`config.mk`:
```
export PLATFORM = sky130hd
export DESIGN_NAME = tmc_timer
export DESIGN_NICKNAME = d
export VERILOG_FILES = /design/src/rtl/tmc_pkg.sv /design/src/rtl/tmc_sync_edge.sv /design/src/rtl/tmc_prescaler.sv /design/src/rtl/tmc_timer.sv
export SDC_FILE = /design/constraint.sdc
export NUM_CORES = 1
export LEC_CHECK = 0
export ABC_AREA = 1
export BUFFER_PORTS_ARGS = -buffer_cell sky130_fd_sc_hd__buf_4
export CORE_MARGIN = 4
export CORE_UTILIZATION = 58
export DETAILED_ROUTE_END_ITERATION = 10
export PLACE_DENSITY_LB_ADDON = 0.08
export SLEW_MARGIN = 40
export SYNTH_ARGS = -nofsm -noshare
export SYNTH_HDL_FRONTEND = slang
export SYNTH_SLANG_ARGS = --single-unit
```
`constraint.sdc`:
```
create_clock -name clk -period 4.15 [get_ports clk]
set_input_delay 0.415 -clock clk [delete_from_list [all_inputs] [get_ports clk]]
set_output_delay 0.415 -clock clk [all_outputs]
set_load 0.01 [all_outputs]
```
`src/rtl/tmc_pkg.sv`:
```
// package for the 16-bit timer/counter: register map, field positions,
// reset values, state layout and divider counts.
// assumes a classic wishbone slave with byte addresses on a 32-bit data bus.
package tmc_pkg;

    // ----------------------------------------------------------------
    // register map (byte addresses, one word each)
    // ----------------------------------------------------------------
    localparam logic [7:0] OFF_COUNT_LOW  = 8'h00;
    localparam logic [7:0] OFF_COUNT_HIGH = 8'h04;
    localparam logic [7:0] OFF_CONTROL    = 8'h08;
    localparam logic [7:0] OFF_STATUS     = 8'h0c;
    localparam logic [7:0] OFF_ENABLE     = 8'h10;

    // ----------------------------------------------------------------
    // field positions
    // ----------------------------------------------------------------
    localparam int CTL_WIDE     = 7;
    localparam int CTL_PSEL_HI  = 5;
    localparam int CTL_PSEL_LO  = 4;
    localparam int CTL_SYNC_DIS = 2;
    localparam int CTL_CS       = 1;
    localparam int CTL_ON       = 0;
    localparam int STS_FLAG     = 0;
    localparam int ENA_IE       = 0;
    localparam int ENA_AUX      = 1;

    // ----------------------------------------------------------------
    // codes and counts
    // ----------------------------------------------------------------
    localparam logic [3:0]  CMP_MODE_SPECIAL = 4'hb;
    localparam logic [1:0]  QDIV_LAST        = 2'h3;
    localparam logic [15:0] COUNT_MAX        = 16'hffff;
    localparam logic        SYNC_PREV_RESET  = 1'b1;

    // ----------------------------------------------------------------
    // state of the top module
    // ----------------------------------------------------------------
    typedef struct packed {
        logic [15:0] count;
        logic [7:0]  hbuf;
        logic        wide;
        logic [1:0]  psel;
        logic        sync_dis;
        logic        cs;
        logic        on;
        logic        flag;
        logic        ie;
        logic        aux_en;
        logic [1:0]  qdiv;
        logic        ack;
        logic [31:0] dat;
    } tmc_state_s;

    localparam tmc_state_s ST_RESET = '0;

endpackage

```
`src/rtl/tmc_sync_edge.sv`:
```
// two-flop synchronisers for asynchronous pins, with rising-edge pulses.
// assumes inputs are unrelated to clk; outputs are in the clk domain.
`timescale 1ns/1ps
module tmc_sync_edge #(
    parameter int W = 4
) (
    input  wire logic         clk,
    input  wire logic         reset,
    input  wire logic [W-1:0] async_in,
    output logic      [W-1:0] level,
    output logic      [W-1:0] rise
);
    typedef struct packed {
        logic [W-1:0] s1;
        logic [W-1:0] s2;
        logic [W-1:0] prev;
    } tmc_sync_s;

    tmc_sync_s st_reg;
    tmc_sync_s st_next;

    always_comb begin
        st_next      = st_reg;
        st_next.s1   = async_in;
        st_next.s2   = st_reg.s1;
        st_next.prev = st_reg.s2;
    end

    // prev starts high, but s2 resets low, so a pin already high at reset
    // release still gives one counted rise once it has passed the two flops
    always_ff @(posedge clk) begin
        if (reset) begin
            st_reg.s1   <= '0;
            st_reg.s2   <= '0;
            st_reg.prev <= {W{tmc_pkg::SYNC_PREV_RESET}};
        end else begin
            st_reg <= st_next;
        end
    end

    assign level = st_reg.s2;
    assign rise  = st_reg.s2 & ~st_reg.prev;

endmodule

```
`src/rtl/tmc_prescaler.sv`:
```
// input prescaler: passes one of every 1, 2, 4 or 8 source pulses.
// assumes en is a one-cycle pulse on clk; clr wins over en at phase, but tick is not gated by clr.
`timescale 1ns/1ps
module tmc_prescaler #(
    parameter int PW = 3
) (
    input  wire logic          clk,
    input  wire logic          reset,
    input  wire logic          en,
    input  wire logic          clr,
    input  wire logic [1:0]    sel,
    output logic               tick,
    output logic      [PW-1:0] phase
);
    typedef struct packed {
        logic [PW-1:0] cnt;
    } tmc_pre_s;

    tmc_pre_s    st_reg;
    tmc_pre_s    st_next;
    logic [PW-1:0] mask;

    assign mask = PW'((1 << sel) - 1);
    assign tick = en && ((st_reg.cnt & mask) == mask);

    always_comb begin
        st_next = st_reg;
        if (clr) begin
            st_next.cnt = '0;
        end else if (en) begin
            st_next.cnt = (st_reg.cnt & mask) == mask ? '0 : st_reg.cnt + 1'b1;
        end
    end

    always_ff @(posedge clk) begin
        if (reset) begin
            st_reg <= '0;
        end else begin
            st_reg <= st_next;
        end
    end

    assign phase = st_reg.cnt;

endmodule

```
`src/rtl/tmc_timer.sv`:
```
// 16-bit timer/counter with prescaler, buffered 16-bit access, overflow
// flag and special-event reset, reached over classic wishbone.
// assumes pins are asynchronous to clk and the compare unit runs on clk.
`timescale 1ns/1ps
module tmc_timer (
    input  wire logic        clk,
    input  wire logic        reset,
    // wishbone slave
    input  wire logic [7:0]  wb_adr_i,
    input  wire logic [31:0] wb_dat_i,
    output logic      [31:0] wb_dat_o,
    input  wire logic [3:0]  wb_sel_i,
    input  wire logic        wb_we_i,
    input  wire logic        wb_cyc_i,
    input  wire logic        wb_stb_i,
    output logic             wb_ack_o,
    // clock sources and shared pins
    input  wire logic        external_clock_pin,
    input  wire logic        aux_osc_clk,
    input  wire logic [1:0]  aux_pin_level,
    input  wire logic [1:0]  port_oe_request,
    output logic      [1:0]  aux_pin_oe,
    output logic      [1:0]  port_read_value,
    // compare unit
    input  wire logic [3:0]  capture_compare_mode,
    input  wire logic        compare_match,
    // interrupt request
    output logic             overflow_irq
);

    // ----------------------------------------------------------------
    // state and decode
    // ----------------------------------------------------------------
    tmc_pkg::tmc_state_s st_reg;
    tmc_pkg::tmc_state_s st_next;

    logic       acc;
    logic       wr;
    logic       rd;
    logic       lo_wr;
    logic       hi_wr;
    logic       lo_rd;
    logic       ctl_wr;
    logic       sts_wr;
    logic       ena_wr;
    logic [7:0] wdat;
    logic       quarter;
    logic       src_en;
    logic       trig_eff;
    logic       cnt_wr;
    logic       tick;
    logic       wrap;
    logic [2:0] pre_phase;
    logic [3:0] sync_level;
    logic [3:0] sync_rise;

    assign acc    = wb_cyc_i && wb_stb_i && !st_reg.ack;
    assign wr     = acc && wb_we_i && wb_sel_i[0];
    assign rd     = acc && !wb_we_i;
    assign wdat   = wb_dat_i[7:0];
    assign lo_wr  = wr && wb_adr_i == tmc_pkg::OFF_COUNT_LOW;
    assign hi_wr  = wr && wb_adr_i == tmc_pkg::OFF_COUNT_HIGH;
    assign lo_rd  = rd && wb_adr_i == tmc_pkg::OFF_COUNT_LOW;
    assign ctl_wr = wr && wb_adr_i == tmc_pkg::OFF_CONTROL;
    assign sts_wr = wr && wb_adr_i == tmc_pkg::OFF_STATUS;
    assign ena_wr = wr && wb_adr_i == tmc_pkg::OFF_ENABLE;

    // ----------------------------------------------------------------
    // clock sources
    // ----------------------------------------------------------------
    // pins pass two flops; edges are counted only in the clk domain, so
    // the asynchronous mode differs from the synchronised one only in
    // refusing the special-event reset
    tmc_sync_edge #(
        .W (4)
    ) u_sync (
        .clk      (clk),
        .reset    (reset),
        .async_in ({aux_pin_level, aux_osc_clk, external_clock_pin}),
        .level    (sync_level),
        .rise     (sync_rise)
    );

    assign quarter = st_reg.qdiv == tmc_pkg::QDIV_LAST;

    always_comb begin
        if (st_reg.cs) begin
            src_en = st_reg.aux_en ? sync_rise[1] : sync_rise[0];
        end else begin
            src_en = quarter;
        end
    end

    // a stopped counter feeds no pulses to the prescaler either
    tmc_prescaler #(
        .PW (3)
    ) u_pre (
        .clk   (clk),
        .reset (reset),
        .en    (src_en && st_reg.on),
        .clr   (lo_wr || trig_eff),
        .sel   (st_reg.psel),
        .tick  (tick),
        .phase (pre_phase)
    );

    // ----------------------------------------------------------------
    // special event and count update
    // ----------------------------------------------------------------
    assign trig_eff = compare_match && capture_compare_mode == tmc_pkg::CMP_MODE_SPECIAL
                      && !(st_reg.cs && st_reg.sync_dis);
    assign cnt_wr   = lo_wr || (hi_wr && !st_reg.wide);
    assign wrap     = tick && st_reg.count == tmc_pkg::COUNT_MAX && !cnt_wr && !trig_eff;

    always_comb begin
        st_next      = st_reg;
        st_next.qdiv = st_reg.qdiv + 2'h1;
        st_next.ack  = acc;

        if (hi_wr && st_reg.wide) begin
            st_next.hbuf = wdat;
        end
        if (lo_rd && st_reg.wide) begin
            st_next.hbuf = st_reg.count[15:8];
        end

        if (lo_wr) begin
            if (st_reg.wide) begin
                st_next.count = {st_reg.hbuf, wdat};
            end else begin
                st_next.count = {st_reg.count[15:8], wdat};
            end
        end else if (hi_wr && !st_reg.wide) begin
            st_next.count[15:8] = wdat;
        end else if (trig_eff) begin
            st_next.count = '0;
        end else if (tick) begin
            st_next.count = st_reg.count + 16'h0001;
        end

        if (ctl_wr) begin
            st_next.wide     = wdat[tmc_pkg::CTL_WIDE];
            st_next.psel     = wdat[tmc_pkg::CTL_PSEL_HI:tmc_pkg::CTL_PSEL_LO];
            st_next.sync_dis = wdat[tmc_pkg::CTL_SYNC_DIS];
            st_next.cs       = wdat[tmc_pkg::CTL_CS];
            st_next.on       = wdat[tmc_pkg::CTL_ON];
        end
        if (ena_wr) begin
            st_next.ie     = wdat[tmc_pkg::ENA_IE];
            st_next.aux_en = wdat[tmc_pkg::ENA_AUX];
        end

        // write one to clear; a wrap in the same cycle still lands
        if (sts_wr && wdat[tmc_pkg::STS_FLAG]) begin
            st_next.flag = 1'b0;
        end
        if (wrap) begin
            st_next.flag = 1'b1;
        end

        if (rd) begin
            st_next.dat = '0;
            case (wb_adr_i)
                tmc_pkg::OFF_COUNT_LOW: begin
                    st_next.dat[7:0] = st_reg.count[7:0];
                end
                tmc_pkg::OFF_COUNT_HIGH: begin
                    st_next.dat[7:0] = st_reg.wide ? st_reg.hbuf : st_reg.count[15:8];
                end
                tmc_pkg::OFF_CONTROL: begin
                    st_next.dat[tmc_pkg::CTL_WIDE]     = st_reg.wide;
                    st_next.dat[tmc_pkg::CTL_PSEL_HI:tmc_pkg::CTL_PSEL_LO] = st_reg.psel;
                    st_next.dat[tmc_pkg::CTL_SYNC_DIS] = st_reg.sync_dis;
                    st_next.dat[tmc_pkg::CTL_CS]       = st_reg.cs;
                    st_next.dat[tmc_pkg::CTL_ON]       = st_reg.on;
                end
                tmc_pkg::OFF_STATUS: begin
                    st_next.dat[tmc_pkg::STS_FLAG] = st_reg.flag;
                end
                tmc_pkg::OFF_ENABLE: begin
                    st_next.dat[tmc_pkg::ENA_IE]  = st_reg.ie;
                    st_next.dat[tmc_pkg::ENA_AUX] = st_reg.aux_en;
                end
                default: begin
                    st_next.dat = '0;
                end
            endcase
        end
    end

    always_ff @(posedge clk) begin
        if (reset) begin
            st_reg <= tmc_pkg::ST_RESET;
        end else begin
            st_reg <= st_next;
        end
    end

    // ----------------------------------------------------------------
    // outputs
    // ----------------------------------------------------------------
    assign wb_ack_o        = st_reg.ack;
    assign wb_dat_o        = st_reg.dat;
    assign overflow_irq    = st_reg.flag && st_reg.ie;
    assign aux_pin_oe      = st_reg.aux_en ? 2'h0 : port_oe_request;
    assign port_read_value = st_reg.aux_en ? 2'h0 : sync_level[3:2];

    // ----------------------------------------------------------------
    // assertions
    // ----------------------------------------------------------------
    property p_wrap;
        @(posedge clk) disable iff (reset)
        wrap |=> st_reg.count == 16'h0000 && st_reg.flag;
    endproperty
    a_wrap: assert property (p_wrap) else $error("count did not wrap with flag set");

    property p_flag_sticky;
        @(posedge clk) disable iff (reset)
        st_reg.flag && !(sts_wr && wdat[tmc_pkg::STS_FLAG]) |=> st_reg.flag;
    endproperty
    a_flag_sticky: assert property (p_flag_sticky) else $error("overflow flag dropped on its own");

    property p_irq;
        @(posedge clk) disable iff (reset)
        wrap && st_reg.ie && !ena_wr |=> overflow_irq;
    endproperty
    a_irq: assert property (p_irq) else $error("enabled overflow raised no request");

    property p_hold;
        @(posedge clk) disable iff (reset)
        !st_reg.on && !cnt_wr && !trig_eff && !ctl_wr |=> $stable(st_reg.count);
    endproperty
    a_hold: assert property (p_hold) else $error("stopped counter moved");

    property p_trig;
        @(posedge clk) disable iff (reset)
        trig_eff && !cnt_wr && !sts_wr |=> st_reg.count == 16'h0000 && st_reg.flag == $past(st_reg.flag);
    endproperty
    a_trig: assert property (p_trig) else $error("special event reset wrong");

    property p_write_wins;
        @(posedge clk) disable iff (reset)
        trig_eff && lo_wr && st_reg.wide |=> st_reg.count == {$past(st_reg.hbuf), $past(wdat)};
    endproperty
    a_write_wins: assert property (p_write_wins) else $error("write lost to special event");

    property p_snapshot;
        @(posedge clk) disable iff (reset)
        lo_rd && st_reg.wide |=> st_reg.hbuf == $past(st_reg.count[15:8]);
    endproperty
    a_snapshot: assert property (p_snapshot) else $error("high byte not captured on low read");

    property p_hi_buffered;
        @(posedge clk) disable iff (reset)
        hi_wr && st_reg.wide && !tick && !trig_eff |=> $stable(st_reg.count);
    endproperty
    a_hi_buffered: assert property (p_hi_buffered) else $error("buffered high write hit the count");

    property p_pre_clear;
        @(posedge clk) disable iff (reset)
        lo_wr |=> pre_phase == 3'h0;
    endproperty
    a_pre_clear: assert property (p_pre_clear) else $error("low write left prescaler running");

    property p_pins;
        @(posedge clk) disable iff (reset)
        st_reg.aux_en |-> aux_pin_oe == 2'h0 && port_read_value == 2'h0;
    endproperty
    a_pins: assert property (p_pins) else $error("aux pins driven or read nonzero");

    property p_quarter;
        @(posedge clk) disable iff (reset)
        !st_reg.cs && st_reg.on && st_reg.psel == 2'h0 && quarter && !cnt_wr && !trig_eff
        |=> st_reg.count == $past(st_reg.count) + 16'h0001;
    endproperty
    a_quarter: assert property (p_quarter) else $error("internal clock pulse not counted");

    property p_aux_count;
        @(posedge clk) disable iff (reset)
        st_reg.cs && st_reg.aux_en && st_reg.on && st_reg.psel == 2'h0 && sync_rise[1] && !cnt_wr && !trig_eff
        |=> st_reg.count == $past(st_reg.count) + 16'h0001;
    endproperty
    a_aux_count: assert property (p_aux_count) else $error("aux oscillator edge not counted");

    property p_aux_only;
        @(posedge clk) disable iff (reset)
        st_reg.cs && st_reg.aux_en && !sync_rise[1] && !cnt_wr && !trig_eff
        |=> $stable(st_reg.count);
    endproperty
    a_aux_only: assert property (p_aux_only) else $error("count moved without an aux oscillator edge");

    property p_irq_masked;
        @(posedge clk) disable iff (reset)
        !st_reg.ie
        |-> !overflow_irq;
    endproperty
    a_irq_masked: assert property (p_irq_masked) else $error("masked overflow raised a request");

    property p_wide_load;
        @(posedge clk) disable iff (reset)
        lo_wr && st_reg.wide
        |=> st_reg.count == {$past(st_reg.hbuf), $past(wdat)};
    endproperty
    a_wide_load: assert property (p_wide_load) else $error("low write did not load both bytes");

    property p_live_high;
        @(posedge clk) disable iff (reset)
        hi_wr && !st_reg.wide
        |=> st_reg.count[15:8] == $past(wdat);
    endproperty
    a_live_high: assert property (p_live_high) else $error("direct high write missed the count");

    property p_buffer_read;
        @(posedge clk) disable iff (reset)
        rd && wb_adr_i == tmc_pkg::OFF_COUNT_HIGH && st_reg.wide
        |=> wb_dat_o == {24'h0, $past(st_reg.hbuf)};
    endproperty
    a_buffer_read: assert property (p_buffer_read) else $error("high read bypassed the buffer");

    property p_stop_no_flag;
        @(posedge clk) disable iff (reset)
        !st_reg.on && !st_reg.flag
        |=> !st_reg.flag;
    endproperty
    a_stop_no_flag: assert property (p_stop_no_flag) else $error("stopped counter raised overflow");

endmodule

```
==> results of run 1 <==
-- layout make-up --
class | count | area [sq um] | area share
multi-input combinational | 409 | 2040 | 0.488
sequential | 57 | 1140 | 0.273
timing repair buffer | 47 | 353 | 0.0845
inverter | 76 | 287 | 0.0686
clock buffer | 12 | 165 | 0.0395
clock inverter | 4 | 97.6 | 0.0234
tap | 77 | 96.3 | 0.0231
-- synthesized netlist by cell type, types with 4 or more instances --
cell and number:
dfxtp_1 57, nor2_1 75, buf_4 33, xor2_1 4
nand2_1 143, nor3_1 6, o21ai_1 4, o22ai_1 7
a21oi_1 22, buf_2 8, clkbuf_1 4, inv_1 72
buf_6 6, o21ai_0 31, nand2_2 8, nand4_1 15
nand2_4 4, o211ai_1 7, nand3_1 28
-- critical path: stages (launching register included) --
cell	delay (ns)
dfxtp_1	0.65
inv_1	0.50
o21ai_4	0.59
o21ai_0	0.14
a21oi_1	0.14
-- cells by family (layout without fill, tap and decap cells) --
family / count (synthesis) / after routing / share of synthesized area
simple gates: 295 / 295 / 0.367
buf+inv: 127 / 139 / 0.175
compound gates: 82 / 82 / 0.131
flops: 57 / 57 / 0.305
xor+xnor: 5 / 5 / 0.0117
fa+ha+maj: 3 / 3 / 0.0100
other cells: 1 / 24 / 0.00100
-- worst paths after layout --
kind / start / end / slack (ns) / cells past startpoint
hold reg to reg: u_sync.st_next[5] / u_sync.level[1] / 0.40 / 2
setup reg to reg: st_reg[43] / st_reg[45] / 2.05 / 4
setup / recovery: st_reg[43] / st_reg[45] / 2.05 / 4
hold / removal: aux_pin_level[1] / u_sync.st_next[7] / 0.28 / 3
-- layer usage --
metal  wire length, microns  share of wire
met5                      0              0
met4                    111          0.012
met3                    836          0.089
met2                   4120           0.44
met1                   4350           0.46
-- power breakdown --
group | internal, mW | total (mW) | switching [mW]
combinational | 0.0441 | 0.113 | 0.0691
clock | 0.448 | 0.682 | 0.234
sequential | 0.559 | 0.567 | 0.00796
-- through the flow --
stage	util	cells	setup WS [ns]	area (sq um)
2_1_floorplan	-	593	2.65	3830
3_5_place_dp	0.620	666	2.06	3910
3_3_place_gp	0.620	666	2.04	3910
6_report	0.662	682	2.05	4180
5_1_grt	0.662	682	1.91	4180
4_1_cts	0.662	682	2.09	4180
==> results.py, run 1 <==
metrics = {
    "global_route": {
        "grt-busiest-layer": "met2",
        "grt_max_degree": 37,
        "overflow": 0,
        "antenna_found_initial": 0,
        "grt_pass1_wl_microns": 15300,
        "met1_usage": 0.348,
        "grt_usage": 0.251,
        "use_met3": 0.0633,
        "grt_pass1_vias": 3165,
        "use_met2": 0.389,
    },
    "clock_network": {
        "clkTransAtPathRegs_ns": 0.07,
        "cts_root_buf": "clkbuf_8",
        "clk-insertion-delay-late_ns": 0.34,
        "cts_setup_buffers": 0,
        "htree_levels": 3,
        "cts_tree": "yes",
        "cts_buffers": 9,
        "hold_buffers": 0,
        "ctsResizeCount": 0,
        "cts.path.max_buffers": 2,
        "cts_sinks": 57,
    },
    "route": {
        "vias": 3572,
        "wl_per_cell_microns": 13.8,
        "routed_via_density": 5.24,
        "dr.pass1.iters": 5,
        "ant_nets": 0,
        "drc_errors": 0,
        "drt_iter0_drc": 299,
        "drt_wl_total_microns": 9410,
    },
    "timing": {
        "min_period_ns": 2.10,
        "relSlewSlack": 0.487,
        "tns_ns": 0,
        "rsz0062_at_grt": "false",
        "timing.final.crit_share": 0.505,
        "finalHoldViolations": 0,
        "maxSlewViolCount": 0,
        "fmax_mhz": 477,
        "timing.hold.ws_ns": 0.277,
        "worstMarginPinSlew_ns": 0.769,
        "fin_worst_skew_ns": 0.00938,
        "setup_viol": 0,
    },
    "critical_path": {
        "crit_path_end_kind": "flop",
        "crit_type": "flop to flop",
        "required_ns": 4.42,
        "critPathLaunchType": "flop",
        "cp.arrival_ns": 2.37,
        "crit_path_max_fanout": 20,
    },
    "power_and_ir_drop": {
        "p_per_area_nw_per_um2": 326,
        "leakage_nw": 2.13,
        "ir_worst_vdd_mv": 0.256,
        "power_mw": 1.36,
    },
    "yosys": {
        "post_synth_num_cell_types": 41,
        "synth_ff_type": "dfxtp_1",
        "ys_ff_latch": 57,
        "synth_seq_area_share": 0.305,
        "yosysTopAreaCell": "dfxtp_1",
        "synth_warnings": 0,
        "synth_area_sq_um": 3750,
        "synth-edff-count": 0,
        "synthCells": 570,
        "postSynth.asyncResetShare": 0,
        "synth_area_leaders": "dfxtp_1, nand2_1, nor2_1",
        "syn_avg_cell_area_sq_um": 6.57,
        "synth_top_area_frac": 0.305,
    },
    "cells_and_area": {
        "largest_reg_flops": 35,
        "layout-drive-gt1-share": 0.165,
        "final_cell_mix": "nand2_1, nor2_1, inv_1",
        "fillers": 583,
        "antenna_cells": 0,
        "fin_nets": 663,
        "final_common_cell": "nand2_1",
        "area_growth_pct": 11.5,
    },
    "placed_design": {
        "gp_congestion": 0.915,
        "port_buffers": 46,
        "dp_hpwl_microns": 6680,
    },
    "floorplanning": {
        "die_w_microns": 88.4,
        "start_util": 0.594,
        "core_sq_um": 6310,
        "rows": 29,
        "die_h_microns": 88.4,
        "dieArea_sq_um": 7810,
        "boundaryPins": 98,
    },
    "job": {
        "maxCapViolations": 0,
    },
    "min_path": {
        "min-delay-path-class": "primary input to flop",
    },
    "status": {
        "outcome": "finished clean",
    },
}
(Power assumes the default switching activity.)
==> inputs of run 2 (changes only) <==
--- a/config.mk
+++ b/config.mk
@@ -5,10 +5,10 @@
 export SDC_FILE = /design/constraint.sdc
 export NUM_CORES = 1
 export LEC_CHECK = 0
-export ABC_AREA = 1
+export ABC_AREA = 0
 export BUFFER_PORTS_ARGS = -buffer_cell sky130_fd_sc_hd__buf_4
 export CORE_MARGIN = 4
-export CORE_UTILIZATION = 58
+export CORE_UTILIZATION = 47
 export DETAILED_ROUTE_END_ITERATION = 10
 export PLACE_DENSITY_LB_ADDON = 0.08
 export SLEW_MARGIN = 40
==> constraint.sdc (replaced) <==
create_clock -name clk -period 1.8 [get_ports clk]
set_input_delay 0.18 -clock clk [delete_from_list [all_inputs] [get_ports clk]]
set_output_delay 0.18 -clock clk [all_outputs]
set_load 0.01 [all_outputs]
==> results.py, run 2 <==
metrics = {
    "yosys": {
        "synth_area_leaders": "dfxtp_1, buf_4, nor2_1",
        "synth_warnings": 0,
        "syn_avg_cell_area_sq_um": 8.05,
        "ys_ff_latch": 57,
        "synth_seq_area_share": 0.337,
        "yosysMostFrequentCell": "dfxtp_1",
        "synth_ff_type": "dfxtp_1",
        "netlist_top_cells_count": "dfxtp_1, nor2_1, buf_4",
        "yosysTopAreaCell": "dfxtp_1",
        "synth_area_sq_um": 3390,
        "synth_top_area_frac": 0.337,
        "postSynth.asyncResetShare": 0,
        "synth-edff-count": 0,
        "synthCells": 421,
        "post_synth_num_cell_types": 60,
    },
    "placed_design": {
        "dp_slack_ns": -0.215,
        "gp_congestion": 0.896,
        "dp_hpwl_microns": 7740,
        "port_buffers": 46,
    },
    "floorplanning": {
        "core_sq_um": 6910,
        "boundaryPins": 98,
        "start_util": 0.491,
        "die_h_microns": 92.9,
        "dieArea_sq_um": 8640,
        "rows": 30,
        "die_w_microns": 92.9,
    },
    "cells_and_area": {
        "multi_input_area_sq_um": 2130,
        "final_common_cell": "buf_4",
        "regArea_sq_um": 1140,
        "largest_reg_flops": 35,
        "fin_nets": 587,
        "antenna_cells": 0,
        "fillers": 650,
        "area_growth_pct": 35.2,
        "layout-drive-gt1-share": 0.344,
        "final_cell_mix": "buf_4, dfxtp_1, nor2_1",
    },
    "global_route": {
        "grt_usage": 0.242,
        "grt_pass1_vias": 3293,
        "grt_pass1_wl_microns": 16300,
        "overflow": 0,
        "antenna_found_initial": 0,
        "grt_max_degree": 59,
    },
    "clock_network": {
        "cts_sinks": 57,
        "hold_buffers": 0,
        "clkTransAtPathRegs_ns": 0.06,
        "cts_root_buf": "clkbuf_8",
        "htree_levels": 3,
        "cts_tree": "yes",
        "cts.path.max_buffers": 2,
        "cts_buffers": 9,
        "clk-insertion-delay-late_ns": 0.35,
    },
    "critical_path": {
        "crit_path_max_fanout": 5,
        "required_ns": 2.06,
        "crit_type": "flop to flop",
        "cp.arrival_ns": 2.09,
        "crit_path_end_kind": "flop",
        "critPathLaunchType": "flop",
    },
    "route": {
        "dr.pass1.iters": 5,
        "wl_per_cell_microns": 17.0,
        "routed_via_density": 5.67,
        "vias": 3543,
        "ant_nets": 0,
        "drc_errors": 0,
        "drt_iter0_drc": 240,
        "drt_wl_total_microns": 10600,
    },
    "power_and_ir_drop": {
        "p_per_area_nw_per_um2": 607,
        "power_mw": 2.78,
        "ir_worst_vdd_mv": 0.408,
        "leakage_nw": 1.80,
    },
    "timing": {
        "finalHoldViolations": 0,
        "setup_viol": 8,
        "timing.final.crit_share": 1.01,
        "min_period_ns": 1.83,
        "rsz0062_at_grt": "true",
        "fin_worst_skew_ns": 0.00917,
        "maxSlewViolCount": 0,
        "relSlewSlack": 0.592,
        "worstMarginPinSlew_ns": 0.612,
        "fmax_mhz": 548,
        "tns_ns": -0.110,
        "layout_setup_ws_ns": -0.0252,
    },
    "min_path": {
        "min-delay-path-class": "primary input to flop",
    },
    "status": {
        "violations": "negative setup slack",
        "outcome": "finished, violations left",
    },
    "job": {
        "maxCapViolations": 0,
    },
}
run 2: cell types whose count changed after synthesis, sizes merged, moves of 11 or more:
cell | before | now
a211oi | 3 | 19
a22oi | 0 | 17
inv | 75 | 14
nand2 | 155 | 25
nand3 | 32 | 18
nor2 | 83 | 47
nor2b | 0 | 16
nor3 | 7 | 18
o21ai | 37 | 22
run 2: through the flow:
step,hold slack [ns],instance area [sq um],util,instances
6_report,0.0409,4580,0.664,625
5_1_grt,0.0456,4580,0.664,625
4_1_cts,0.0302,4350,0.630,617
3_5_place_dp,0.395,4130,0.597,600
3_3_place_gp,0.398,4130,0.597,600
2_1_floorplan,0.308,3510,-,444
run 2: power by group:
group          leakage [nW]  switching (mW)  internal, mW
combinational          1.24           0.157         0.133
sequential            0.464          0.0135          1.29
clock                0.0974           0.517         0.674
run 2: final cells by class:
type                    instances  share of cell area
clock buffers                  13              0.0325
clock inverters                 3             0.00873
inverters                      14              0.0115
multi-input cells             322               0.466
flip-flops and latches         57               0.250
well taps                      96              0.0262
repair buffers                120               0.206
run 2: cells by family (layout without fill, tap and decap cells):
group                    Yosys count  after routing  share of synthesized area
flip-flops                        57             57                      0.337
buffers and inverters             66            150                      0.115
other                              1             24                    0.00111
AO/OA/AOI/OAI                    108            108                      0.215
AND/OR/NAND/NOR                  167            168                      0.268
multiplexers                      11             11                     0.0328
adder cells (fa/ha/maj)            3              3                     0.0111
XOR/XNOR                           8              8                     0.0207
run 2: repair_timing:
action	in CTS	in global routing
endpoints found under the hold margin	0	0
setup buffers	1	9
endpoints found under the setup margin	17	26
pin swaps	3	22
gates cloned	0	1
resized for setup	8	44
run 2: routing by layer:
metal  global-route usage  share of wire
met1                0.306           0.41
met2                0.394           0.49
met3               0.0471          0.069
met4                0.117          0.030
met5                    0              0
run 2: path summary, 6_finish.rpt:
kind / startpoint / to / slack, ns / cells after the start
worst max-delay path: wb_ack_o / st_reg[67] / -0.03 / 8
worst min register to register: u_sync.level[0] / u_sync.st_reg[0] / 0.43 / 1
worst max register to register: wb_ack_o / st_reg[67] / -0.03 / 8
worst min-delay path: aux_osc_clk / u_sync.st_next[5] / 0.04 / 2
run 2: critical path: stages (launching register included):
cell and delay, ns:
dfxtp_2 0.34, buf_6 0.11, nand3b_1 0.26, nor4_4 0.32, buf_6 0.17, buf_4 0.12
o21ai_2 0.07, a41o_1 0.19, a221oi_2 0.16
==> inputs of run 3 (changes only) <==
--- a/config.mk
+++ b/config.mk
@@ -5,10 +5,10 @@
 export SDC_FILE = /design/constraint.sdc
 export NUM_CORES = 1
 export LEC_CHECK = 0
-export ABC_AREA = 0
+export ABC_AREA = 1
 export BUFFER_PORTS_ARGS = -buffer_cell sky130_fd_sc_hd__buf_4
 export CORE_MARGIN = 4
-export CORE_UTILIZATION = 47
+export CORE_UTILIZATION = 48
 export DETAILED_ROUTE_END_ITERATION = 10
 export PLACE_DENSITY_LB_ADDON = 0.08
 export SLEW_MARGIN = 40
==> results.py, run 3 (synthesis gave the netlist of run 1 again) <==
metrics = {
    "timing": {
        "rsz0062_at_grt": "false",
        "finalHoldViolations": 0,
        "maxSlewViolCount": 0,
        "timing.final.crit_share": 0.904,
        "min_period_ns": 1.63,
        "fin_worst_skew_ns": 0.00856,
        "fmax_mhz": 614,
        "setup_viol": 0,
        "tns_ns": 0,
        "timing.hold.ws_ns": 0.0376,
    },
    "route": {
        "ant_nets": 0,
        "routed_via_density": 5.06,
        "drc_errors": 0,
        "drt_wl_total_microns": 9990,
        "wl_per_cell_microns": 13.9,
        "drt_iter0_drc": 293,
        "dr.pass1.iters": 5,
        "vias": 3644,
    },
    "cells_and_area": {
        "layout-drive-gt1-share": 0.187,
        "fin_nets": 679,
        "fillers": 739,
        "area_growth_pct": 15.4,
        "antenna_cells": 0,
        "final_common_cell": "nand2_1",
        "final_cell_mix": "nand2_1, nor2_1, inv_1",
        "largest_reg_flops": 35,
    },
    "min_path": {
        "min-delay-path-class": "primary input to flop",
    },
    "global_route": {
        "grt_pass1_wl_microns": 16400,
        "grt_usage": 0.232,
        "grt_pass1_vias": 3336,
        "overflow": 0,
        "grt_max_degree": 35,
        "antenna_found_initial": 0,
    },
    "clock_network": {
        "cts_sinks": 57,
        "clk-insertion-delay-late_ns": 0.35,
        "cts.path.max_buffers": 2,
        "cts_setup_buffers": 0,
        "htree_levels": 3,
        "cts_tree": "yes",
        "clkTransAtPathRegs_ns": 0.07,
        "cts_root_buf": "clkbuf_8",
        "cts_buffers": 9,
    },
    "status": {
        "outcome": "finished clean",
    },
    "floorplanning": {
        "die_h_microns": 96.4,
        "dieArea_sq_um": 9280,
        "die_w_microns": 96.4,
        "start_util": 0.506,
        "core_sq_um": 7410,
        "boundaryPins": 98,
        "rows": 31,
    },
    "critical_path": {
        "crit_path_max_fanout": 5,
        "critPathLaunchType": "flop",
        "crit_path_end_kind": "flop",
        "cp_slowest_cell": "dfxtp_1",
        "max_stage_delay_ns": 0.40,
        "crit_top_cell": "nand2_1",
        "crit_type": "flop to flop",
        "cp.arrival_ns": 1.91,
        "crit_buf_inv": 2,
        "path_delay_family": "simple AND/OR/NAND/NOR gates",
        "required_ns": 2.08,
        "path_cells": "ha_1 > nand3_1 > inv_1 > nand3_1 > nand2_1 > nand2_1 > inv_1 > nand2_1 > nand2_1 > nor2_1 > nor2_1",
    },
    "placed_design": {
        "port_buffers": 46,
        "dp_hpwl_microns": 7450,
        "gp_congestion": 1.02,
    },
    "power_and_ir_drop": {
        "ir_worst_vdd_mv": 0.539,
        "leakage_nw": 2.20,
        "p_per_area_nw_per_um2": 711,
    },
    "job": {
        "maxCapViolations": 0,
    },
}
## run 3: timing repair
action                     in CTS  in global routing
hold buffers                    0                  0
setup endpoints to repair       0                  1
resized for setup               0                  2
## run 3: final cells by class
type	count	area, sq um	share of cell area
inverters	76	285	0.0660
well taps	99	124	0.0286
multi-input cells	409	2040	0.473
flip-flops and latches	57	1140	0.264
clock inverters	5	103	0.0237
repair buffers	63	485	0.112
clock buffers	11	141	0.0327
## run 3: final timing paths
kind	startpoint	to	slack, ns	cells after the start
worst max-delay path	st_reg[52]	st_reg[64]	0.17	11
worst min-delay path	external_clock_pin	u_sync.st_next[4]	0.04	3
worst max register to register	st_reg[52]	st_reg[64]	0.17	11
worst min register to register	u_sync.st_next[7]	u_sync.level[3]	0.40	2
## run 3: per-stage QoR
step                      cell area [sq um]   util  instances  worst slack [ns]  power (mW)
after detailed placement               4070  0.550        704             0.165        1.60
after global placement                 4070  0.550        704             0.193        1.60
after floorplan                        3830      -        593             0.400        1.53
after global routing                   4320  0.584        720           0.00788        3.20
after CTS                              4320  0.583        720             0.124        3.09
final                                  4320  0.584        720             0.172        3.08
## run 3: where the power goes
group | internal [mW] | switching, mW | leakage (nW)
combinational | 0.106 | 0.162 | 1.62
sequential | 1.29 | 0.0173 | 0.463
clock | 0.955 | 0.547 | 0.120
total | 2.35 | 0.726 | 2.20
## run 3: worst min-delay path: stages
cell and delay (ns):
buf_4 0.07, inv_1 0.03, nor2_1 0.06
## run 3: per-layer routing
metal  part of all wire  wire length, microns  GRT usage  vias to the layer above
met5                  0                     0          0                        -
met1               0.46                  4640      0.322                     1674
met4              0.017                   165     0.0654                        0
li1                   -                     -          -                     1839
met2               0.45                  4450      0.363                      118
met3              0.073                   733     0.0477                       13
